### src/inc/spims_regs.vh
// register map, field positions, reset values and widths of the serial port
`ifndef SPIMS_REGS_VH
`define SPIMS_REGS_VH

// register indices; byte address is four times the index
`define SPIMS_IDX_CTL1 6'h00
`define SPIMS_IDX_CTL2 6'h01
`define SPIMS_IDX_BAUD 6'h02
`define SPIMS_IDX_STAT 6'h03
`define SPIMS_IDX_DATA 6'h05

// port_control_one fields
`define SPIMS_C1_SPE 6
`define SPIMS_C1_MASTER_SELECT_BIT 4
`define SPIMS_C1_CPOL 3
`define SPIMS_C1_CPHA 2
`define SPIMS_C1_SSOE 1
`define SPIMS_C1_MASK 8'h5e
`define SPIMS_C1_RESET 8'h04

// port_control_two fields
`define SPIMS_C2_MASTER_CONFLICT_DETECT_ENABLE 4
`define SPIMS_C2_SINGLE_PIN_OUTPUT_ENABLE 3
`define SPIMS_C2_HALTW 1
`define SPIMS_C2_BIDIR 0
`define SPIMS_C2_MASK 8'h1b
`define SPIMS_C2_RESET 8'h00

// baud_divider_select fields
`define SPIMS_BR_PRE_HI 6
`define SPIMS_BR_PRE_LO 4
`define SPIMS_BR_SEL_HI 2
`define SPIMS_BR_SEL_LO 0
`define SPIMS_BR_MASK 8'h77
`define SPIMS_BR_RESET 8'h00

// port_status_register fields
`define SPIMS_ST_RECEIVE_FULL_FLAG 7
`define SPIMS_ST_TRANSMIT_EMPTY_FLAG 5
`define SPIMS_ST_MASTER_CONFLICT_FLAG 4

// transfer geometry
`define SPIMS_LAST_EDGE 4'hf
`define SPIMS_FIRST_EDGE 4'h0
`define SPIMS_DIV_W 11
`define SPIMS_BYTE_ZERO 8'h00

`endif

### src/hw/spims_port.v
// serial peripheral port: wishbone registers, baud divider, master/slave shifter
// Function
// - in master mode a change of either baud field aborts the transfer
// - master serial clock equals bus clock over the selected divisor
// - preselect zero gives divisors 2..256; preselect one doubles each
// - reserved baud bits ignore writes; register accessible anytime
// - while enabled the port owns its four pins
// - single-pin mode: enable sets direction, driven pin also feeds shifter
// - clock out as master, in as slave; select input as slave always
// - single-pin master with fault detect drops to slave on low select input
// - master with fault detect sets fault flag on low select input
// - master without fault detect ignores select, keeps fault flag clear
// - slave in wait/stop keeps shifting; flag and copy deferred to exit
// - slave keeps a pending received byte when entering wait or stop
// - slave idle through wait raises no flag and makes no copy
// - stopped master freezes mid-transfer and resumes; slave stays in step
// - stop behaviour ignores the halt-in-wait bit
// - slave without a data write may shift out stale content
// - data register reads zero after reset until a byte arrives
// - interrupt only while enabled, OR of fault, receive and transmit flags
// - fault flag set aborts transfer and clears master select
// - fault request stays while its flag is set; software clears it
//
// Local design decision: the Wishbone register port.
`include "spims_regs.vh"

module spims_port (
    input wire clk_i,              // bus clock, 100 MHz
    input wire rst_i,              // synchronous reset, active high
    input wire wb_cyc_i,           // wishbone cycle
    input wire wb_stb_i,           // wishbone strobe
    input wire wb_we_i,            // wishbone write
    input wire [7:0] wb_adr_i,     // byte address
    input wire [3:0] wb_sel_i,     // byte enables, lane 0 used
    input wire [31:0] wb_dat_i,    // write data
    output reg [31:0] wb_dat_o,    // read data
    output reg wb_ack_o,           // acknowledge
    input wire wait_i,             // system wait mode
    input wire stop_i,             // system stop mode, module clock held
    output wire irq_o,             // interrupt request, level
    input wire ss_i,               // slave select pin in
    output wire ss_o,              // slave select pin out
    output wire ss_oe_o,           // slave select drive enable
    input wire sck_i,              // serial clock pin in
    output wire sck_o,             // serial clock pin out
    output wire sck_oe_o,          // serial clock drive enable
    input wire mosi_i,             // master-out pin in
    output wire mosi_o,            // master-out pin out
    output wire mosi_oe_o,         // master-out drive enable
    input wire miso_i,             // master-in pin in
    output wire miso_o,            // master-in pin out
    output wire miso_oe_o          // master-in drive enable
);

    // registers
    reg [7:0] port_control_one;
    reg [7:0] port_control_two;
    reg [7:0] baud_divider_select;
    reg [7:0] tx_data;
    reg tx_full;
    reg [7:0] shift_data_register;
    reg receive_full_flag;
    reg master_conflict_flag;
    reg [7:0] shreg;
    reg in_bit;
    reg busy;
    reg [3:0] edge_cnt;
    reg [`SPIMS_DIV_W-1:0] div_cnt;
    reg sck_phase;
    reg sck_prev;
    reg lp_prev;
    reg deferred_valid;
    reg [7:0] deferred_byte;
    reg [3:0] pin_meta;
    reg [3:0] pin_sync;
    reg [1:0] late_smp;
    reg [1:0] late_end;
    reg [1:0] loop_d;
    reg [7:0] late_rx;

    // half of the divisor: (pre+1) << sel bus cycles per serial clock phase
    function [`SPIMS_DIV_W-1:0] half_period;
        input [2:0] pre;
        input [2:0] sel;
        begin
            half_period = {{(`SPIMS_DIV_W-4){1'b0}}, ({1'b0, pre} + 4'h1)} << sel;
        end
    endfunction

    // field views
    wire port_enable_bit = port_control_one[`SPIMS_C1_SPE];
    wire master_select_bit = port_control_one[`SPIMS_C1_MASTER_SELECT_BIT];
    wire cpol = port_control_one[`SPIMS_C1_CPOL];
    wire cpha = port_control_one[`SPIMS_C1_CPHA];
    wire ssoe = port_control_one[`SPIMS_C1_SSOE];
    wire master_conflict_detect_enable = port_control_two[`SPIMS_C2_MASTER_CONFLICT_DETECT_ENABLE];
    wire single_pin_output_enable = port_control_two[`SPIMS_C2_SINGLE_PIN_OUTPUT_ENABLE];
    wire halt_in_wait_bit = port_control_two[`SPIMS_C2_HALTW];
    wire single_pin_mode = port_control_two[`SPIMS_C2_BIDIR];
    wire [2:0] rate_preselect_field =
        baud_divider_select[`SPIMS_BR_PRE_HI:`SPIMS_BR_PRE_LO];
    wire [2:0] rate_select_field =
        baud_divider_select[`SPIMS_BR_SEL_HI:`SPIMS_BR_SEL_LO];
    wire transmit_empty_flag = ~tx_full;

    // synchronised pins: ss, sck, mosi, miso
    wire ss_s = pin_sync[3];
    wire sck_s = pin_sync[2];
    wire mosi_s = pin_sync[1];
    wire miso_s = pin_sync[0];

    // two-flop input synchronisers; only the second stage is read by logic
    always @(posedge clk_i) begin
        if (rst_i) begin
            pin_meta <= 4'hf;
            pin_sync <= 4'hf;
        end else begin
            pin_meta <= {ss_i, sck_i, mosi_i, miso_i};
            pin_sync <= pin_meta;
        end
    end

    // roles
    wire is_master = port_enable_bit & master_select_bit;
    wire is_slave = port_enable_bit & ~master_select_bit;
    // stop ignores the halt bit; wait only halts when asked
    wire low_power = stop_i | (wait_i & halt_in_wait_bit);
    wire slave_selected = is_slave & ~ss_s;

    // wishbone access completes at the edge where ack is high
    wire acc = wb_cyc_i & wb_stb_i & wb_ack_o;
    wire wr = acc & wb_we_i & wb_sel_i[0];
    wire rd = acc & ~wb_we_i;
    wire [5:0] idx = wb_adr_i[7:2];
    wire wr_ctl1 = wr & (idx == `SPIMS_IDX_CTL1);
    wire wr_ctl2 = wr & (idx == `SPIMS_IDX_CTL2);
    wire wr_baud = wr & (idx == `SPIMS_IDX_BAUD);
    wire wr_stat = wr & (idx == `SPIMS_IDX_STAT);
    wire wr_data = wr & (idx == `SPIMS_IDX_DATA);
    wire rd_data = rd & (idx == `SPIMS_IDX_DATA);
    wire [7:0] wbyte = wb_dat_i[7:0];

    // a baud write that actually changes a field aborts a master transfer
    wire baud_change = wr_baud &
        ((wbyte & `SPIMS_BR_MASK) != baud_divider_select);

    // fault: master, detect on, select used as input, pin pulled low
    wire fault = is_master & master_conflict_detect_enable & ~ssoe & ~ss_s;

    // incoming data bit per role and pin mode; a driven single pin loops back
    reg din;
    always @* begin
        din = 1'b0;
        if (master_select_bit) begin
            if (single_pin_mode)
                din = single_pin_output_enable ? loop_d[1] : mosi_s;
            else
                din = miso_s;
        end else begin
            if (single_pin_mode)
                din = single_pin_output_enable ? shreg[7] : miso_s;
            else
                din = mosi_s;
        end
    end

    // master baud tick: frozen while the module clock is held
    wire tick = is_master & busy & ~low_power & (div_cnt == {`SPIMS_DIV_W{1'b0}});
    // slave edge: any transition of the synchronised clock while selected
    wire slave_edge = slave_selected & (sck_s ^ sck_prev);
    wire xfer_edge = tick | slave_edge;
    wire sample_edge = (edge_cnt[0] == cpha);
    wire last_edge = (edge_cnt == `SPIMS_LAST_EDGE);
    wire byte_done = xfer_edge & last_edge;
    wire [7:0] done_byte = {shreg[6:0], cpha ? din : in_bit};
    wire abort = ~port_enable_bit | fault | (is_master & baud_change);

    // byte delivery: slave completion in low power is held back until exit
    // master data passes the pin flops too, so its samples land two cycles late;
    // sampling on the clock edge itself would read stale bits at the fastest rates
    wire [7:0] late_byte = late_smp[1] ? {late_rx[6:0], din} : late_rx;
    wire master_done = late_end[1];
    wire [7:0] rx_byte = master_done ? late_byte : done_byte;
    wire defer_now = byte_done & is_slave & low_power;
    wire deliver_now = master_done | (byte_done & is_slave & ~low_power);
    wire lp_exit = lp_prev & ~low_power;
    wire deliver_deferred = lp_exit & deferred_valid & ~deliver_now;
    wire rx_set = deliver_now | deliver_deferred;

    // control registers and fault flag
    always @(posedge clk_i) begin
        if (rst_i) begin
            port_control_one <= `SPIMS_C1_RESET;
            port_control_two <= `SPIMS_C2_RESET;
            baud_divider_select <= `SPIMS_BR_RESET;
            master_conflict_flag <= 1'b0;
        end else begin
            if (wr_ctl1)
                port_control_one <= wbyte & `SPIMS_C1_MASK;
            if (wr_ctl2)
                port_control_two <= wbyte & `SPIMS_C2_MASK;
            if (wr_baud)
                baud_divider_select <= wbyte & `SPIMS_BR_MASK;
            // fault drops master select, winning over a same-cycle write
            if (fault)
                port_control_one[`SPIMS_C1_MASTER_SELECT_BIT] <= 1'b0;
            // flag set wins over the write-one clear
            if (fault)
                master_conflict_flag <= 1'b1;
            else if (is_master & ~master_conflict_detect_enable)
                master_conflict_flag <= 1'b0;
            else if (wr_stat & wbyte[`SPIMS_ST_MASTER_CONFLICT_FLAG])
                master_conflict_flag <= 1'b0;
        end
    end

    // transfer engine
    always @(posedge clk_i) begin
        if (rst_i) begin
            busy <= 1'b0;
            edge_cnt <= `SPIMS_FIRST_EDGE;
            div_cnt <= {`SPIMS_DIV_W{1'b0}};
            sck_phase <= 1'b0;
            sck_prev <= 1'b0;
            shreg <= `SPIMS_BYTE_ZERO;
            in_bit <= 1'b0;
            tx_full <= 1'b0;
            tx_data <= `SPIMS_BYTE_ZERO;
        end else begin
            sck_prev <= sck_s;
            // software fills the transmit buffer only while it is empty
            if (wr_data & ~tx_full) begin
                tx_data <= wbyte;
                tx_full <= 1'b1;
            end
            if (abort) begin
                busy <= 1'b0;
                edge_cnt <= `SPIMS_FIRST_EDGE;
                sck_phase <= 1'b0;
            end else if (is_master) begin
                if (!busy) begin
                    sck_phase <= 1'b0;
                    // new master byte leaves the buffer, emptying it
                    if (tx_full & ~low_power) begin
                        busy <= 1'b1;
                        shreg <= tx_data;
                        tx_full <= 1'b0;
                        edge_cnt <= `SPIMS_FIRST_EDGE;
                        div_cnt <= half_period(rate_preselect_field,
                                               rate_select_field) - 1'b1;
                    end
                end else if (tick) begin
                    div_cnt <= half_period(rate_preselect_field,
                                           rate_select_field) - 1'b1;
                    sck_phase <= ~sck_phase;
                end else if (!low_power) begin
                    div_cnt <= div_cnt - 1'b1;
                end
            end else if (is_slave) begin
                busy <= slave_selected & (edge_cnt != `SPIMS_FIRST_EDGE);
                if (ss_s) begin
                    // deselected: restart bit count, preload any waiting byte
                    edge_cnt <= `SPIMS_FIRST_EDGE;
                    if (tx_full) begin
                        shreg <= tx_data;
                        tx_full <= 1'b0;
                    end
                end
            end
            // shared edge handling; master ends after the sixteenth edge
            if (xfer_edge & ~abort) begin
                edge_cnt <= edge_cnt + 1'b1;
                if (sample_edge) begin
                    in_bit <= din;
                    if (last_edge & is_slave) // a master output must not move with sck
                        shreg <= done_byte;
                end else if (!(cpha && edge_cnt == `SPIMS_FIRST_EDGE)) begin
                    shreg <= {shreg[6:0], in_bit};
                end
                if (last_edge & is_master)
                    busy <= 1'b0;
                // slave chains a buffered byte straight after the last edge
                if (last_edge & is_slave & tx_full & ~(wr_data & ~tx_full)) begin
                    shreg <= tx_data;
                    tx_full <= 1'b0;
                end
            end
        end
    end

    // late master sampling; an abort empties it so a cut byte never lands
    always @(posedge clk_i) begin
        if (rst_i) begin
            late_smp <= 2'h0;
            late_end <= 2'h0;
            loop_d <= 2'h0;
            late_rx <= `SPIMS_BYTE_ZERO;
        end else begin
            // looped bit delayed like a pin so single-pin mode lines up
            loop_d <= {loop_d[0], shreg[7]};
            if (late_smp[1])
                late_rx <= late_byte;
            if (abort) begin
                late_smp <= 2'h0;
                late_end <= 2'h0;
            end else begin
                late_smp <= {late_smp[0], tick & sample_edge};
                late_end <= {late_end[0], byte_done & is_master};
            end
        end
    end

    // receive path, deferral across wait/stop for the slave
    always @(posedge clk_i) begin
        if (rst_i) begin
            shift_data_register <= `SPIMS_BYTE_ZERO;
            receive_full_flag <= 1'b0;
            deferred_valid <= 1'b0;
            deferred_byte <= `SPIMS_BYTE_ZERO;
            lp_prev <= 1'b0;
        end else begin
            lp_prev <= low_power;
            if (deliver_now)
                shift_data_register <= rx_byte;
            else if (deliver_deferred)
                shift_data_register <= deferred_byte;
            // nothing deferred unless a byte finished in low power
            if (defer_now) begin
                deferred_valid <= 1'b1;
                deferred_byte <= rx_byte;
            end else if (low_power & ~lp_prev) begin
                deferred_valid <= 1'b0;
            end else if (lp_exit) begin
                deferred_valid <= 1'b0;
            end
            // new byte sets the flag even in the cycle a read clears it
            if (rx_set)
                receive_full_flag <= 1'b1;
            else if (rd_data)
                receive_full_flag <= 1'b0;
        end
    end

    // wishbone slave: ack one cycle after the request, dropped the next
    always @(posedge clk_i) begin
        if (rst_i)
            wb_ack_o <= 1'b0;
        else
            wb_ack_o <= wb_cyc_i & wb_stb_i & ~wb_ack_o;
    end

    // read data latched as ack rises; unmapped addresses read zero
    always @(posedge clk_i) begin
        if (rst_i) begin
            wb_dat_o <= 32'h0000_0000;
        end else if (wb_cyc_i & wb_stb_i & ~wb_ack_o) begin
            if (idx == `SPIMS_IDX_CTL1)
                wb_dat_o <= {24'h00_0000, port_control_one};
            else if (idx == `SPIMS_IDX_CTL2)
                wb_dat_o <= {24'h00_0000, port_control_two};
            else if (idx == `SPIMS_IDX_BAUD)
                wb_dat_o <= {24'h00_0000, baud_divider_select};
            else if (idx == `SPIMS_IDX_STAT)
                wb_dat_o <= {24'h00_0000, receive_full_flag, 1'b0,
                             transmit_empty_flag, master_conflict_flag, 4'h0};
            else if (idx == `SPIMS_IDX_DATA)
                wb_dat_o <= {24'h00_0000, shift_data_register};
            else
                wb_dat_o <= 32'h0000_0000;
        end
    end

    // pin ownership while enabled; serial data always leaves from bit 7
    assign sck_o = cpol ^ sck_phase;
    assign sck_oe_o = is_master;
    // select drives low during a master byte when configured as output
    assign ss_o = ~busy;
    assign ss_oe_o = is_master & master_conflict_detect_enable & ssoe;
    assign mosi_o = shreg[7];
    assign miso_o = shreg[7];
    assign mosi_oe_o = is_master &
        (single_pin_mode ? single_pin_output_enable : 1'b1);
    assign miso_oe_o = slave_selected &
        (single_pin_mode ? single_pin_output_enable : 1'b1);

    // request only while enabled; fault part stays as long as its flag
    assign irq_o = port_enable_bit &
        (master_conflict_flag | receive_full_flag | transmit_empty_flag);

endmodule

### config.mk
export PLATFORM = sky130hd
export DESIGN_NAME = spims_port
export DESIGN_NICKNAME = d
export VERILOG_FILES = /design/src/hw/spims_port.v
export VERILOG_INCLUDE_DIRS = /design/src /design/src/inc
export SDC_FILE = /design/constraint.sdc
export NUM_CORES = 1
export LEC_CHECK = 0
export ABC_AREA = 1
export BUFFER_PORTS_ARGS = -buffer_cell sky130_fd_sc_hd__clkbuf_2
export CORE_MARGIN = 3
export CORE_UTILIZATION = 40
export DETAILED_ROUTE_END_ITERATION = 12
export MAX_ROUTING_LAYER = met4
export PLACE_DENSITY = 0.59
export SYNTH_ARGS = -nofsm -noshare
export SYNTH_HDL_FRONTEND = slang
export SYNTH_SLANG_ARGS = --single-unit
### constraint.sdc
create_clock -name clk_i -period 2.47 [get_ports clk_i]
set_clock_uncertainty 0.15 [all_clocks]
set_input_delay 0.1235 -clock clk_i [delete_from_list [all_inputs] [get_ports clk_i]]
set_output_delay 0.1235 -clock clk_i [all_outputs]
set_load 0.05 [all_outputs]
# ---- Word-level counts from Yosys, hierarchy flattened
# Index checks and enable logic that the tools add are counted.
dict set report word_totals {
  register_bits 126
  elab_cells 201
}
dict set report op_classes {
  bitwise_logic 74
  addsub 4
  eq_ne 11
  reduce_logical 18
  muxes 66
  shifts 1
}
# op n
set op_table {}
lappend op_table {{$mux 8} 21}
lappend op_table {{$and 1x1->1} 49}
lappend op_table {{$mux 11} 4}
lappend op_table {{$mux 1} 34}
lappend op_table {{$mux 4} 7}
lappend op_table {{$sub 11x1->11 const B} 2}
lappend op_table {{$not 1->1} 15}
lappend op_table {{$eq 6x2->1 const B} 2}
lappend op_table {{$reduce_bool 4->1} 3}
lappend op_table {{$logic_not 11->1} 1}
lappend op_table {{$shl 4x3->11} 1}
lappend op_table {{$or 1x1->1} 8}
lappend op_table {{$reduce_and 4->1} 2}
lappend op_table {{$eq 6x1->1 const B} 1}
lappend op_table {{$eq 6x3->1 const B} 1}
lappend op_table {{$logic_not 6->1} 1}
lappend op_table {{$ne 6x6->1} 1}
lappend op_table {{$reduce_bool 2->1} 3}
lappend op_table {{$reduce_bool 3->1} 2}
lappend op_table {{$add 3x1->4 const B} 1}
lappend op_table {{$add 4x1->4 const B} 1}
lappend op_table {{$eq 4x4->1 const B} 1}
lappend op_table {{$logic_not 4->1} 1}
lappend op_table {{$ne 4x1->1 const B} 1}
lappend op_table {{8 further kinds} 11}

# ---- Longest topological paths before layout
dict set report depth {
  word_depth 14
  mapped_depth 16
  ltp_nobuf 16
}

# ---- Least setup slack after synthesis
# Ideal clock, no wire load.
dict set report synth_timing {
  path_kind {reg2reg}
  startpoint {register wb_ack_o}
  endpoint {register div_cnt[10]}
  stages_incl_launch_ff 13
  setup_time_ns 0.119
  setup_slack_ns 0.219
  path_buffers 1
  required_ns 2.201
  arrival_ns 1.982
  path_cell_list {dfxtp_1 -> nand3_1 -> nor2_2 -> nand3_1 -> nor2_1 -> nand2_2 -> nand2_4 -> inv_2 -> nand2_2 -> inv_2 -> buf_4 -> o21ai_0 -> a21oi_1}
}
dict set report synth_between {
  elab_chain_len 9
}
# item line
set synth_lines {}
lappend synth_lines {{start: declaration} spims_port.v:37} ;# output reg wb_ack_o,
lappend synth_lines {{start signal: assignment} spims_port.v:349} ;# wb_ack_o <= wb_cyc_i & wb_stb_i & ~wb_ack_o;
lappend synth_lines {{$and 1x1->1} spims_port.v:131} ;# wire acc = wb_cyc_i & wb_stb_i & wb_ack_o;
lappend synth_lines {{$and 1x1->1 (2 in series)} spims_port.v:132} ;# wire wr = acc & wb_we_i & wb_sel_i[0];
lappend synth_lines {{$and 1x1->1} spims_port.v:137} ;# wire wr_baud = wr & (idx == `SPIMS_IDX_BAUD);
lappend synth_lines {{$and 1x1->1} spims_port.v:144} ;# wire baud_change = wr_baud &
lappend synth_lines {{$and 1x1->1} spims_port.v:176} ;# wire abort = ~port_enable_bit | fault | (is_master & baud_change);
lappend synth_lines {{$or 1x1->1} spims_port.v:176}
lappend synth_lines {{$not 1->1} n/a}
lappend synth_lines {{$reduce_and 4->1 (no line)} n/a}
lappend synth_lines {{end signal: assignment} spims_port.v:222} ;# div_cnt <= {`SPIMS_DIV_W{1'b0}};
lappend synth_lines {{end signal: assignment} spims_port.v:249} ;# div_cnt <= half_period(rate_preselect_field,
lappend synth_lines {{end signal: assignment} spims_port.v:253} ;# div_cnt <= half_period(rate_preselect_field,
lappend synth_lines {{end: declaration} spims_port.v:68} ;# reg [`SPIMS_DIV_W-1:0] div_cnt;
# No other way between the ends.
# A chain may end at the register's enable or synchronous reset.

# ---- Worst setup path after layout
dict set report layout_timing {
  startpoint {register baud_divider_select[5]}
  endpoint {register div_cnt[4]}
}
dict set report layout_between {
  elab_chain_len 6
  word_cells_on_any_way 12
  classes_between {add/sub: 2; eq/ne: 1; shift: 1; mux: 3; bitwise: 4; reduce/logical: 1}
}
# item line
set layout_lines {}
lappend layout_lines {{start: declaration} spims_port.v:58} ;# reg [7:0] baud_divider_select;
lappend layout_lines {{start signal: assignment} spims_port.v:195} ;# baud_divider_select <= `SPIMS_BR_RESET;
lappend layout_lines {{start signal: assignment} spims_port.v:203} ;# baud_divider_select <= wbyte & `SPIMS_BR_MASK;
lappend layout_lines {{parallel branches: the longest is 6 deep, another holds $sub 11x1->11} n/a}
# Parallel ways; which one is timed is not known. The select of a mux whose other input is x is not followed.

==> flow_summary_export.csv <==
group,metric,value,unit
status,status,"finished clean",
job,maxCapViolCount,0,
clocking,clock_sinks,102,
grt,grt.overflow.total,0,
worst_setup_path,r2r.worst_path.cells,13,
route,via_count,5938,
worst_setup_path,r2r-end,"div_cnt[4]",
layout,finalCoreUtilization,0.468,
logic_synthesis,synth.top_cell.area_share,0.340,
worst_setup_path,slowest_stage,"dfxtp_4",
clocking,clk_latency,350,ps
logic_synthesis,syn_avg_cell_area,6.57,um2
route,dr.pass1.iters,5,
worst_setup_path,critPathCaptureType,"flip-flop",
worst_setup_path,max_stage_delay,360,ps
route,routed_wirelength,17000,um
route,wl_per_cell,14.6,um
logic_synthesis,synth_cells,914,
clocking,cts-root-buf,"clkbuf_16",
floorplan,dieArea,16500,um2
sta,worstMarginPinSlew,773,ps
worst_setup_path,worstSetupStartpointType,"flip-flop",
logic_synthesis,ys_types,42,
hold_path,min_path_type,"input port to flip-flop",
worst_setup_path,path_buf_inv,1,
sta,slew_viol_final,0,
worst_setup_path,worstPathArrival,2400,ps
layout,drive_gt1_frac,0.139,
floorplan,fp.dieW,128,um
worst_setup_path,crit_chain,"ha_1 -> o21ai_0 -> or2_2 -> or2_2 -> ha_2 -> nand2_2 -> inv_1 -> nand2_1 -> nor2_1 -> nor2_1 -> nand2_1 -> nand2_1 -> a21oi_1",
placed_design,port_buffers,43,
clocking,tritoncts,"done",
logic_synthesis,yosysSeqAreaShare,0.340,
logic_synthesis,ys_ff_latch,102,
grt,grt_pass1_wl,28000,um
floorplan,initial_utilization,0.411,
logic_synthesis,synth_async_sr_flop_share,0,
floorplan,rows,44,
worst_setup_path,timing.rr.start,"baud_divider_select[5]",
placed_design,dp_hpwl,12500,um
route,drtIter0Drc,329,
logic_synthesis,ys_top_cells_by_area,"dfxtp_1 34%, nand2_1 13%, a21oi_1 8.3%",
worst_setup_path,crit_cells,13,
sta,final_hold_viol_count,0,
sta,post-route-period-util,0.937,
layout,nNetsFinal,1036,
grt,antenna_found_initial,0,
logic_synthesis,yosysTopAreaCell,"dfxtp_1",
worst_setup_path,crit_fanout,5,
clocking,cts_buffers,9,
logic_synthesis,synth-edff-count,0,
clocking,clkTransAtPathRegs,70,ps
worst_setup_path,startpoint,"baud_divider_select[5]",
floorplan,coreArea,14600,um2
sta,setup_violations,0,
placed_design,gp_congestion,0.854,
power,power.density,500,nW/um2
grt,grt_usage,0.218,
grt,grt_max_degree,51,
power,p_leak,3.13,nW
grt,grt_pass1_vias,5415,
worst_setup_path,rrSetupSlack,160,ps
floorplan,io_pins,97,
worst_setup_path,crit_end,"div_cnt[4]",
worst_setup_path,cpMostUsedCell,"nand2_1",
floorplan,die_h,128,um
worst_setup_path,critical_path_class,"flip-flop to flip-flop",
sta,max_freq,432,MHz
layout,area_growth,13.8,%
route,drtAntennaViolNets,0,
sta,relSlewSlack,0.484,
worst_setup_path,worst_ep_required_time,2550,ps
worst_setup_path,crit_family,"simple AND/OR/NAND/NOR gates",
clocking,h-tree-depth,3,
sta,finalCriticalPeriod,2310,ps
logic_synthesis,ys.flop_type,"dfxtp_1",
clocking,clk_path_buf_depth,2,
power,ir_drop,0.368,mV
route,drc_errors,0,
logic_synthesis,synth_area,6000,um2
sta,fin_tns_setup,0,ps
route,via_per_inst,5.10,
layout,n_antenna_cell,0,
sta,rsz0062_at_grt,"no",
logic_synthesis,yosysWarnings,0,
[per-stage QoR]
stage,instances,instance area (um2),hold slack [ps],worst slack (ps),power (mW)
floorplan,937,6090,77.3,219,1.89
global placement,1136,6390,157,159,1.93
detailed placement,1136,6390,158,152,1.93
CTS,1164,6820,6.16,132,3.45
global route,1164,6830,61.4,3.72,3.53
finish,1164,6830,10.5,156,3.41
[power by group]
| group | total [mW] | switching, mW | internal [mW] | leakage [nW] |
|---|---|---|---|---|
| Sequential | 1.66 | 0.00643 | 1.65 | 0.825 |
| Combinational | 0.241 | 0.181 | 0.0603 | 2.16 |
| Clock | 1.51 | 0.703 | 0.808 | 0.147 |
| Total | 3.41 | 0.890 | 2.52 | 3.13 |
[cell usage after synthesis, drive strengths merged (9+ instances only)]
master  number
nor3        11
inv        114
nand2      214
clkbuf      20
o211ai       9
a211oi      12
xor2        11
nand3       70
a21oi      102
or2         14
nor2        86
buf         37
dfxtp      102
o21ai       76
[flip-flops by register name, summed over array words and instances (netlist names), 2 cells and up]
name	count
tx_data	8
pin_sync	4
late_rx	8
deferred_byte	8
shift_data_register	8
edge_cnt	4
late_end	2
pin_meta	4
late_smp	2
shreg	8
port_control_two	4
div_cnt	11
wb_dat_o	8
port_control_one	5
baud_divider_select	6
loop_d	2
[cells by family (layout without fill, tap and decap cells)]
family	Yosys count	after routing	share of synthesized area
XOR/XNOR	12	12	0.0175
AO/OA/AOI/OAI	209	209	0.189
flip-flops	102	102	0.340
adder cells (fa/ha/maj)	6	6	0.0125
multiplexers	6	6	0.0100
AND/OR/NAND/NOR	406	406	0.297
other	1	24	0.000625
buffers and inverters	172	215	0.133
[worst register-to-register path: stages, from the launching register on]
cell	delay, ps
dfxtp_4	360
ha_1	280
o21ai_0	100
or2_2	290
or2_2	310
ha_2	200
nand2_2	70
inv_1	50
nand2_1	70
nor2_1	70
nor2_1	80
nand2_1	60
nand2_1	60
a21oi_1	60
[per-layer routing]
layer | part of all wire | up-vias | GRT usage | wire length, um
li1 | - | 3060 | - | -
met1 | 0.47 | 2679 | 0.296 | 8010
met3 | 0.055 | 17 | 0.0353 | 941
met5 | 0 | - | - | 0
met4 | 0.013 | 0 | 0.0531 | 229
met2 | 0.46 | 182 | 0.341 | 7790
[what timing repair did]
action                                  in CTS  in global routing
hold buffers                                12                  0
hold endpoints to repair                    23                  0
endpoints found under the setup margin       0                  4
setup buffers                                0                  0
gates resized for setup                      0                  4
[worst min-delay path by stage]
stage	startpoint	slack, ps	end	cells after the start
after floorplan	miso_i	80	pin_meta[0]	1
after global placement	ss_i	160	pin_meta[3]	2
after detailed placement	miso_i	160	pin_meta[0]	2
after CTS	wb_we_i	6	receive_full_flag	5
after global routing	wb_we_i	60	receive_full_flag	5
final	wb_we_i	10	receive_full_flag	5
[area by class of cell]
type | instances | area [um2]
clock buffer | 10 | 229
clock inverter | 6 | 77.6
fill | 1510 | 7760
inverter | 115 | 437
multi-input combinational | 663 | 3260
sequential | 102 | 2050
tap | 184 | 230
timing repair buffer | 84 | 553
[cell usage in the layout (no fill, tap or decap), drive strengths merged, types with 2 or more instances in the layout]
cell type	instances
nand4	6
dlygate4sd3	12
a31oi	4
a21oi	102
o211ai	9
a221oi	2
nor4	3
or2	14
clkbuf	53
a211oi	12
mux2i	6
nand3	70
clkinv	2
nand2	214
ha	6
o21ai	76
inv	117
dfxtp	102
conb	24
nor3	11
xor2	11
nor2	86
buf	29
(Power assumes the default switching activity.)
